$ cat config.mk
export PLATFORM = sky130hd
export DESIGN_NAME = bb_tx_config_regs_flat
export DESIGN_NICKNAME = d
export VERILOG_FILES = /design/src/rtl/bb_cfg_pkg.sv /design/src/rtl/bb_ctrl_if.sv /design/src/rtl/bb_tx_config_regs.sv /design/src/flat_wrapper.sv
export SDC_FILE = /design/constraint.sdc
export NUM_CORES = 1
export LEC_CHECK = 0
export ABC_AREA = 1
export BUFFER_PORTS_ARGS = -buffer_cell sky130_fd_sc_hd__buf_4
export CAP_MARGIN = 20
export CORE_UTILIZATION = 49
export DETAILED_ROUTE_END_ITERATION = 12
export GPL_TIMING_DRIVEN = 0
export PLACE_DENSITY = 0.76
export SLEW_MARGIN = 40
export SYNTH_ARGS = -nofsm -noshare
export SYNTH_HDL_FRONTEND = slang
export SYNTH_SLANG_ARGS = --single-unit
$ cat constraint.sdc
create_clock -name clk_i -period 1.9 [get_ports clk_i]
set_clock_uncertainty 0.15 [all_clocks]
set_input_delay 0.285 -clock clk_i [delete_from_list [all_inputs] [get_ports clk_i]]
set_output_delay 0.285 -clock clk_i [all_outputs]
set_load 0.05 [all_outputs]
$ cat src/rtl/bb_cfg_pkg.sv
// Constants shared by both ends of the baseband configuration control bus.
// Assumes one 200 MHz clock and a synchronous active-high reset on both ends.
// Notes on behaviour
// - Identity at zero: part and version nibbles
// - Bits 7/6 invert receive/transmit quadrature sample
// - Bit 5 inverts transmit output clock
// - Bit 4 makes transmit-ready active low
// - Bit 3 treats transmit enable active low
// - Bit 2 makes channel-assessment output active high
// - Bit 1 makes receive-data-ready active low
// - Bit 0 inverts receive clock output
// - Host sets init control with enables inactive
// - Init bit clears learned state, resets gain
// - Host: set init, load acquisition, clear
// - Short mode loads short preamble length
// - Long mode loads long preamble length
// - Two ramp-up symbols added to length
// - Host writes lengths only while transmit idle
// - Signal bit 4 selects filter weight set
// - Signal bit 3 selects preamble mode
// - Rate bits 1:0 select signal code
// - Host writes rate two microseconds early
// - Bits 7:5 inert, bit 2 written zero
// - Host keeps service bits zero except 7,2
// - Length high and low bytes form 16 bits
package bb_cfg_pkg;
   // ******************************************
   // Control bus register map (byte offsets)
   // ******************************************
   localparam int          ADDR_W            = 7;
   localparam int          DATA_W            = 8;
   localparam int          SAMPLE_W          = 8;
   localparam int          COUNT_W           = 9;
   localparam logic [6:0]  OFS_IDENTITY      = 7'h00;
   localparam logic [6:0]  OFS_POLARITY      = 7'h02;
   localparam logic [6:0]  OFS_SOFT_INIT     = 7'h04;
   localparam logic [6:0]  OFS_SHORT_LEN     = 7'h06;
   localparam logic [6:0]  OFS_LONG_LEN      = 7'h08;
   localparam logic [6:0]  OFS_TX_SIGNAL     = 7'h0a;
   localparam logic [6:0]  OFS_SERVICE       = 7'h0c;
   localparam logic [6:0]  OFS_LEN_HIGH      = 7'h0e;
   localparam logic [6:0]  OFS_LEN_LOW       = 7'h10;
   localparam logic [6:0]  OFS_ACQ_CONTROL   = 7'h5e;
   // ******************************************
   // Field positions
   // ******************************************
   localparam int          POL_RX_Q          = 7;
   localparam int          POL_TX_Q          = 6;
   localparam int          POL_TX_CLK        = 5;
   localparam int          POL_TX_READY      = 4;
   localparam int          POL_TX_ENABLE     = 3;
   localparam int          POL_CCA           = 2;
   localparam int          POL_RX_READY      = 1;
   localparam int          POL_RX_CLK        = 0;
   localparam int          INIT_BIT          = 0;
   localparam int          SIG_FILTER        = 4;
   localparam int          SIG_SHORT         = 3;
   localparam int          SIG_RATE_LO       = 0;
   localparam logic [7:0]  SIG_WRITE_MASK    = 8'h1b;
   localparam logic [7:0]  SERVICE_MASK      = 8'h84;
   localparam logic [7:0]  INIT_RW_MASK      = 8'hff;
   // ******************************************
   // Reset values and timing
   // ******************************************
   localparam logic [7:0]  RST_POLARITY      = 8'h00;
   localparam logic [7:0]  RST_SOFT_INIT     = 8'h00;
   localparam logic [7:0]  RST_SHORT_LEN     = 8'h38;
   localparam logic [7:0]  RST_LONG_LEN      = 8'h80;
   localparam logic [7:0]  RST_ZERO          = 8'h00;
   localparam logic [8:0]  RAMP_SYMBOLS      = 9'h002;
   // Arbitrary neutral identity codes
   localparam logic [3:0]  PART_CODE         = 4'ha;
   localparam logic [3:0]  VERSION_CODE      = 4'h5;
   // ******************************************
   // Host command and status (Wishbone word offsets)
   // ******************************************
   localparam logic [2:0]  WB_TARGET         = 3'h0;
   localparam logic [2:0]  WB_WDATA          = 3'h1;
   localparam logic [2:0]  WB_COMMAND        = 3'h2;
   localparam logic [2:0]  WB_STATUS         = 3'h3;
   localparam logic [2:0]  WB_RDATA          = 3'h4;
   localparam int          CMD_WRITE         = 0;
   localparam int          CMD_READ          = 1;
   localparam int          ST_BUSY           = 0;
   localparam int          ST_DONE           = 1;
   localparam int          ST_REFUSED        = 2;
   localparam logic [2:0]  RST_STATUS        = 3'h0;

   typedef enum logic [1:0] {
      H_IDLE  = 2'b00,
      H_ISSUE = 2'b01,
      H_WAIT  = 2'b10
   } host_state_t;
endpackage

$ cat src/rtl/bb_ctrl_if.sv
// Control bus joining the host controller and the baseband register bank.
// Assumes both ends share clk_i; the bench resolves nothing, all signals are one-way.
`timescale 1ns/10ps
interface bb_ctrl_if (
   input  wire logic   clk_i
);
   logic [6:0]  reg_addr;
   logic [7:0]  reg_wdata;
   logic        reg_wr;
   logic        reg_rd;
   logic [7:0]  reg_rdata;
   logic        reg_rvalid;
   logic        tx_enable_in;
   logic        rx_enable_in;

   modport device (
      input  reg_addr, reg_wdata, reg_wr, reg_rd, tx_enable_in, rx_enable_in,
      output reg_rdata, reg_rvalid
   );
   modport host (
      output reg_addr, reg_wdata, reg_wr, reg_rd, tx_enable_in, rx_enable_in,
      input  reg_rdata, reg_rvalid
   );
endinterface

$ cat src/rtl/bb_tx_config_regs.sv
// Baseband configuration register bank with polarity steering and preamble counter.
// Assumes the host issues one-cycle strobes on the control bus on the same clock.
`timescale 1ns/10ps
module bb_tx_config_regs (
   input  wire logic                  clk_i,
   input  wire logic                  rst_i,
   bb_ctrl_if.device                  bus,
   input  wire logic [7:0]            rx_q_i,
   input  wire logic [7:0]            tx_q_i,
   input  wire logic                  tx_clock_i,
   input  wire logic                  rx_clock_i,
   input  wire logic                  tx_ready_i,
   input  wire logic                  cca_i,
   input  wire logic                  rx_data_ready_i,
   input  wire logic                  tx_start_i,
   input  wire logic                  symbol_tick_i,
   output logic      [7:0]            rx_q_o,
   output logic      [7:0]            tx_q_o,
   output logic                       tx_out_clock_o,
   output logic                       rx_clock_o,
   output logic                       tx_ready_o,
   output logic                       cca_o,
   output logic                       rx_data_ready_out_o,
   output logic                       tx_enable_o,
   output logic                       rx_enable_o,
   output logic                       learned_clear_o,
   output logic                       agc_reset_o,
   output logic                       filter_japan_o,
   output logic                       short_preamble_o,
   output logic      [1:0]            tx_rate_o,
   output logic      [7:0]            service_o,
   output logic      [15:0]           header_length_o,
   output logic      [8:0]            preamble_count_o,
   output logic                       preamble_active_o
);
   // ******************************************
   // State
   // ******************************************
   typedef struct packed {
      logic [7:0]  polarity;
      logic [7:0]  soft_init;
      logic [7:0]  short_len;
      logic [7:0]  long_len;
      logic [7:0]  tx_signal;
      logic [7:0]  service;
      logic [7:0]  len_high;
      logic [7:0]  len_low;
      logic [7:0]  rdata;
      logic        rvalid;
      logic [2:0]  tx_sync;
      logic [2:0]  rx_sync;
      logic        tx_pin;
      logic        rx_pin;
      logic [7:0]  rx_q;
      logic [7:0]  tx_q;
      logic [5:0]  lines;
      logic [8:0]  pre_count;
      logic        pre_active;
   } dev_state_t;

   dev_state_t  st;
   dev_state_t  next_st;

   // Accept a pin change only once the last two stages agree
   function automatic logic settle(input logic [2:0] s, input logic old);
      settle = (s[1] == s[2]) ? s[2] : old;
   endfunction

   function automatic logic [7:0] read_mux(input dev_state_t s, input logic [6:0] a);
      unique case (a)
         bb_cfg_pkg::OFS_IDENTITY:  read_mux = {bb_cfg_pkg::PART_CODE,
                                               bb_cfg_pkg::VERSION_CODE};
         bb_cfg_pkg::OFS_POLARITY:  read_mux = s.polarity;
         bb_cfg_pkg::OFS_SOFT_INIT: read_mux = s.soft_init;
         bb_cfg_pkg::OFS_SHORT_LEN: read_mux = s.short_len;
         bb_cfg_pkg::OFS_LONG_LEN:  read_mux = s.long_len;
         bb_cfg_pkg::OFS_TX_SIGNAL: read_mux = s.tx_signal;
         bb_cfg_pkg::OFS_SERVICE:   read_mux = s.service;
         bb_cfg_pkg::OFS_LEN_HIGH:  read_mux = s.len_high;
         bb_cfg_pkg::OFS_LEN_LOW:   read_mux = s.len_low;
         default:                   read_mux = bb_cfg_pkg::RST_ZERO;
      endcase
   endfunction

   // ******************************************
   // Next state
   // ******************************************
   always_comb begin
      logic [7:0]  sel_len;
      logic [7:0]  pol;
      sel_len = 8'h00;
      pol     = st.polarity;
      next_st = st;
      next_st.rvalid = bus.reg_rd;
      if (bus.reg_rd) begin
         next_st.rdata = read_mux(st, bus.reg_addr);
      end
      // Identity has no write path, so stray writes there fall away
      if (bus.reg_wr) begin
         unique case (bus.reg_addr)
            bb_cfg_pkg::OFS_POLARITY:  next_st.polarity  = bus.reg_wdata;
            bb_cfg_pkg::OFS_SOFT_INIT: next_st.soft_init = bus.reg_wdata;
            bb_cfg_pkg::OFS_SHORT_LEN: next_st.short_len = bus.reg_wdata;
            bb_cfg_pkg::OFS_LONG_LEN:  next_st.long_len  = bus.reg_wdata;
            bb_cfg_pkg::OFS_TX_SIGNAL: next_st.tx_signal = bus.reg_wdata;
            bb_cfg_pkg::OFS_SERVICE:   next_st.service   = bus.reg_wdata;
            bb_cfg_pkg::OFS_LEN_HIGH:  next_st.len_high  = bus.reg_wdata;
            bb_cfg_pkg::OFS_LEN_LOW:   next_st.len_low   = bus.reg_wdata;
            default:                   next_st.rvalid    = bus.reg_rd;
         endcase
      end
      next_st.tx_sync = {st.tx_sync[1:0], bus.tx_enable_in};
      next_st.rx_sync = {st.rx_sync[1:0], bus.rx_enable_in};
      next_st.tx_pin  = settle(st.tx_sync, st.tx_pin);
      next_st.rx_pin  = settle(st.rx_sync, st.rx_pin);
      // Ones' complement keeps full-scale samples from overflowing
      next_st.rx_q = pol[bb_cfg_pkg::POL_RX_Q] ? ~rx_q_i : rx_q_i;
      next_st.tx_q = pol[bb_cfg_pkg::POL_TX_Q] ? ~tx_q_i : tx_q_i;
      next_st.lines[5] = tx_clock_i ^ pol[bb_cfg_pkg::POL_TX_CLK];
      next_st.lines[4] = tx_ready_i ^ pol[bb_cfg_pkg::POL_TX_READY];
      next_st.lines[3] = st.tx_pin ^ pol[bb_cfg_pkg::POL_TX_ENABLE];
      next_st.lines[2] = ~(cca_i ^ pol[bb_cfg_pkg::POL_CCA]);
      next_st.lines[1] = rx_data_ready_i ^ pol[bb_cfg_pkg::POL_RX_READY];
      next_st.lines[0] = rx_clock_i ^ pol[bb_cfg_pkg::POL_RX_CLK];
      // ******************************************
      // Preamble length counter
      // ******************************************
      if (st.tx_signal[bb_cfg_pkg::SIG_SHORT]) begin
         sel_len = st.short_len;
      end else begin
         sel_len = st.long_len;
      end
      if (tx_start_i) begin
         next_st.pre_count = {1'b0, sel_len} + bb_cfg_pkg::RAMP_SYMBOLS;
      end else if (symbol_tick_i && (st.pre_count != 9'h000)) begin
         next_st.pre_count = st.pre_count - 9'h001;
      end
      next_st.pre_active = (next_st.pre_count != 9'h000);
      if (rst_i) begin
         next_st           = '0;
         next_st.polarity  = bb_cfg_pkg::RST_POLARITY;
         next_st.soft_init = bb_cfg_pkg::RST_SOFT_INIT;
         next_st.short_len = bb_cfg_pkg::RST_SHORT_LEN;
         next_st.long_len  = bb_cfg_pkg::RST_LONG_LEN;
      end
   end

   always_ff @(posedge clk_i) begin
      st <= next_st;
   end

   // ******************************************
   // Outputs
   // ******************************************
   assign bus.reg_rdata         = st.rdata;
   assign bus.reg_rvalid        = st.rvalid;
   assign rx_q_o                = st.rx_q;
   assign tx_q_o                = st.tx_q;
   assign tx_out_clock_o        = st.lines[5];
   assign tx_ready_o            = st.lines[4];
   assign tx_enable_o           = st.lines[3];
   assign cca_o                 = st.lines[2];
   assign rx_data_ready_out_o   = st.lines[1];
   assign rx_clock_o            = st.lines[0];
   assign rx_enable_o           = st.rx_pin;
   assign learned_clear_o       = st.soft_init[bb_cfg_pkg::INIT_BIT];
   assign agc_reset_o           = st.soft_init[bb_cfg_pkg::INIT_BIT];
   assign filter_japan_o        = st.tx_signal[bb_cfg_pkg::SIG_FILTER];
   assign short_preamble_o      = st.tx_signal[bb_cfg_pkg::SIG_SHORT];
   assign tx_rate_o             = st.tx_signal[1:0];
   assign service_o             = st.service;
   assign header_length_o       = {st.len_high, st.len_low};
   assign preamble_count_o      = st.pre_count;
   assign preamble_active_o     = st.pre_active;
endmodule

$ cat src/flat_wrapper.sv
// flat-port wrapper written by rule: the top's interface ports become plain ports
module bb_tx_config_regs_flat 
  (clk_i, rst_i, rx_q_i, tx_q_i, tx_clock_i, rx_clock_i, tx_ready_i, cca_i, rx_data_ready_i, tx_start_i, symbol_tick_i, rx_q_o, tx_q_o, tx_out_clock_o, rx_clock_o, tx_ready_o, cca_o, rx_data_ready_out_o, tx_enable_o, rx_enable_o, learned_clear_o, agc_reset_o, filter_japan_o, short_preamble_o, tx_rate_o, service_o, header_length_o, preamble_count_o, preamble_active_o, bus_reg_addr, bus_reg_wdata, bus_reg_wr, bus_reg_rd, bus_tx_enable_in, bus_rx_enable_in, bus_reg_rdata, bus_reg_rvalid);
  bb_ctrl_if bus_i (.clk_i(clk_i));
  input  wire logic clk_i;
  input  wire logic rst_i;
  input  wire logic [7:0] rx_q_i;
  input  wire logic [7:0] tx_q_i;
  input  wire logic tx_clock_i;
  input  wire logic rx_clock_i;
  input  wire logic tx_ready_i;
  input  wire logic cca_i;
  input  wire logic rx_data_ready_i;
  input  wire logic tx_start_i;
  input  wire logic symbol_tick_i;
  output logic      [7:0] rx_q_o;
  output logic      [7:0] tx_q_o;
  output logic tx_out_clock_o;
  output logic rx_clock_o;
  output logic tx_ready_o;
  output logic cca_o;
  output logic rx_data_ready_out_o;
  output logic tx_enable_o;
  output logic rx_enable_o;
  output logic learned_clear_o;
  output logic agc_reset_o;
  output logic filter_japan_o;
  output logic short_preamble_o;
  output logic      [1:0] tx_rate_o;
  output logic      [7:0] service_o;
  output logic      [15:0] header_length_o;
  output logic      [8:0] preamble_count_o;
  output logic preamble_active_o;
  input wire logic [$bits(bus_i.reg_addr)-1:0] bus_reg_addr;
  input wire logic [$bits(bus_i.reg_wdata)-1:0] bus_reg_wdata;
  input wire logic [$bits(bus_i.reg_wr)-1:0] bus_reg_wr;
  input wire logic [$bits(bus_i.reg_rd)-1:0] bus_reg_rd;
  input wire logic [$bits(bus_i.tx_enable_in)-1:0] bus_tx_enable_in;
  input wire logic [$bits(bus_i.rx_enable_in)-1:0] bus_rx_enable_in;
  output wire logic [$bits(bus_i.reg_rdata)-1:0] bus_reg_rdata;
  output wire logic [$bits(bus_i.reg_rvalid)-1:0] bus_reg_rvalid;
  assign bus_i.reg_addr = bus_reg_addr;
  assign bus_i.reg_wdata = bus_reg_wdata;
  assign bus_i.reg_wr = bus_reg_wr;
  assign bus_i.reg_rd = bus_reg_rd;
  assign bus_i.tx_enable_in = bus_tx_enable_in;
  assign bus_i.rx_enable_in = bus_rx_enable_in;
  assign bus_reg_rdata = bus_i.reg_rdata;
  assign bus_reg_rvalid = bus_i.reg_rvalid;
  bb_tx_config_regs u_core (.clk_i(clk_i), .rst_i(rst_i), .bus(bus_i), .rx_q_i(rx_q_i), .tx_q_i(tx_q_i), .tx_clock_i(tx_clock_i), .rx_clock_i(rx_clock_i), .tx_ready_i(tx_ready_i), .cca_i(cca_i), .rx_data_ready_i(rx_data_ready_i), .tx_start_i(tx_start_i), .symbol_tick_i(symbol_tick_i), .rx_q_o(rx_q_o), .tx_q_o(tx_q_o), .tx_out_clock_o(tx_out_clock_o), .rx_clock_o(rx_clock_o), .tx_ready_o(tx_ready_o), .cca_o(cca_o), .rx_data_ready_out_o(rx_data_ready_out_o), .tx_enable_o(tx_enable_o), .rx_enable_o(rx_enable_o), .learned_clear_o(learned_clear_o), .agc_reset_o(agc_reset_o), .filter_japan_o(filter_japan_o), .short_preamble_o(short_preamble_o), .tx_rate_o(tx_rate_o), .service_o(service_o), .header_length_o(header_length_o), .preamble_count_o(preamble_count_o), .preamble_active_o(preamble_active_o));
endmodule
==> metrics.txt <==
Worst Setup Start Kind=flop; Layout Nets=962; Pleak=between 3 and 4 nW; Netlist Area Pre-Place=5400 um2; GRT Total Usage=29.3%; Final period util=101%; Multi-input gate area=2400 um2; ratio of cells with drive above 1 in the final layout=~30%; cell with the most instances after synthesis=dfxtp_1; wire per inst=15.8 um; CTS Buf Count=17; Crit Path Max Fanout=5; Max-Cap Viols=0; Overflow after GRT=0; Final Cell Area=7670 um2; Metal-1 WL=6710 um; dpl cell area=6410 um2; worst hold path class=input port to flop; top-area cell type share of the netlist area=41.9%; CTS sink count=113; Clock Path Buffers=2; Mapped Avg Cell Area=~7.3 um2; peak supply drop=481 uV; Mapped Cells=approximately 740; Post-Syn Nets=782; Sum Neg Setup Slack=-0.0238 ns; Fillers=774; Die ar.=11500 um2; PwrDens=845 nW/um2; Synth area leader=dfxtp_1; CP Class=flop to flop; Fin. Hold Viols=0; Worst Path Required=2.21 ns; synth warn=0; Yosys reg bits=between 100 and 150; sequential-to-total area share from yosys stat=41.9%; Starting Density=roughly 50%; Synth top cells by count=113 x dfxtp_1, 101 x nand2_1, 92 x nor2_1, 88 x inv_1, 71 x a21oi_1; first-pass GRT wire length=25900 um; status=complete, but fails checks; Worst-path clk slew=0.06 ns; DR WL met2=8330 um; DR vias=5633; TritonCTS clock tree=done; failing checks=setup timing; Site Rows=37; final core occ=73.0%; ys async rst share=0%; Worst-Skew Late Latency=0.52 ns; Tmin final=1.92 ns; routability cong.=0.908; CTS root buf=clkbuf_8; Worst-Margin Slew=approximately 0.63 ns; initial antenna violation count=0; RSZ-0062 raised after global routing=yes; synth unique cells=36; ANT nets after route=0; # H-tree levels=4; setup slack after layout=-0.0236 ns; met3 wire length=~1300 um; Slew Viols, Final=0; vias in the first global route=5358; Most used DFF post-synth=dfxtp_1; drc violations=0; Storage cell area=~2300 um2; Initial DRT Pass Iterations=8; WP data arrival=2.23 ns; EDFF count, synth=0; dpl cells=982; Final HPWL DP=about 11000 um; Port-buffer cells=110; largest net degree at the start of global routing=17; final setup fails=2; relative slew slack=58.0%; largest cells by area after synthesis=dfxtp_1 42%, buf_4 8.5%, nand2_1 7.0%; PnR Total Power=around 6.5 mW; Core ar.=10500 um2; Layout Cells excl Fill=1066; Top Metal Used=met4; f_max=0.520 GHz; starting DRC count in detailed routing=roughly 430; Worst setup EP type=flop; chip width=107 um; die height=107 um; Layout area overhead=42.0%; Vias/cell=5.28; io pins=116; WL final=16900 um
-- sequential cells by signal (all words and copies together), names as in the netlist, 2 cells and up --
register	count
u_core.preamble_count_o	9
u_core.rx_q_o	8
u_core.tx_rate_o	2
u_core.bus.reg_rdata	8
u_core.service_o	8
u_core.header_length_o	16
u_core.tx_q_o	8
u_core.st	42
-- cell families after synthesis --
family	after synthesis	share of synthesized area (%)
simple gates	251	19.9
buf+inv	177	17.2
compound gates	169	16.7
flops	113	41.9
xor+xnor	24	3.89
fa+ha+maj	2	0.463
-- critical path, stage by stage (launching register included) --
cell,delay [ns]
dfxtp_1,0.43
inv_1,0.11
nand2_1,0.13
nor2_4,0.07
nand3_4,0.09
nand2_2,0.07
inv_1,0.14
nand4_1,0.14
nand2_1,0.11
inv_1,0.05
o21ai_1,0.14
nand3_1,0.13
nand2_1,0.11
-- power by group --
group	total (mW)	switching (mW)	internal (mW)
Clock	3.17	1.26	1.91
Sequential	2.45	0.0320	2.42
Combinational	0.860	0.505	0.355
Total	6.48	1.80	4.68
-- path summary, 6_finish.rpt --
| check | slack (ns) | endpoint | start | cells after the start |
|---|---|---|---|---|
| max | -0.02 | u_core.preamble_active_o | u_core.preamble_count_o[6] | 12 |
| min reg2reg | 0.25 | u_core.st[38] | u_core.st[37] | 2 |
| max reg2reg | -0.02 | u_core.preamble_active_o | u_core.preamble_count_o[6] | 12 |
| min | 0.01 | u_core.bus.reg_rdata[3] | bus_reg_rd | 3 |
-- placed cells by master, fill, tap and decap left out, drive strengths merged, types with 2 or more instances in the layout --
master,instances
a211oi,3
a21oi,71
buf,197
bufinv,2
clkbuf,36
clkinv,7
dfxtp,113
dlygate4sd3,32
ha,2
inv,96
nand2,108
nand3,34
nand3b,2
nand4,8
nor2,95
nor3,2
o211ai,2
o21ai,76
o221ai,2
o22ai,15
xnor2,21
xor2,3
-- stage by stage --
step | setup WS [ns] | hold slack (ns)
after floorplan | 0.00382 | 0.238
after global placement | -0.252 | 0.247
after detailed placement | -0.286 | 0.249
after CTS | 0.0135 | 0.00357
after global routing | -0.225 | 0.0386
final | -0.0236 | 0.0147
-- layer usage --
layer / track usage, % / vias up
met5: 0 / -
met4: 13.6 / 0
met3: 5.96 / 51
met2: 50.8 / 288
met1: 34.6 / 2620
li1: - / 2674
-- repair_timing --
item                                   CTS  global route
setup endpoints to repair                3             4
hold buffers                            32             0
pin swaps                                7            22
setup buffers                           15             6
gates resized for setup                 12            45
endpoints found under the hold margin   53             0
-- final cells by class --
class / count / share of cell area [%]
multi-input cells: 446 / 31.2
flip-flops and latches: 113 / 29.6
repair buffers: 162 / 17.1
plain buffers: 86 / 7.68
clock buffers: 17 / 5.40
inverters: 90 / 4.47
clock inverters: 15 / 2.25
well taps: 136 / 2.22
diodes: 1 / 0.0326
No activity file was read; power rests on OpenSTA's default activity.
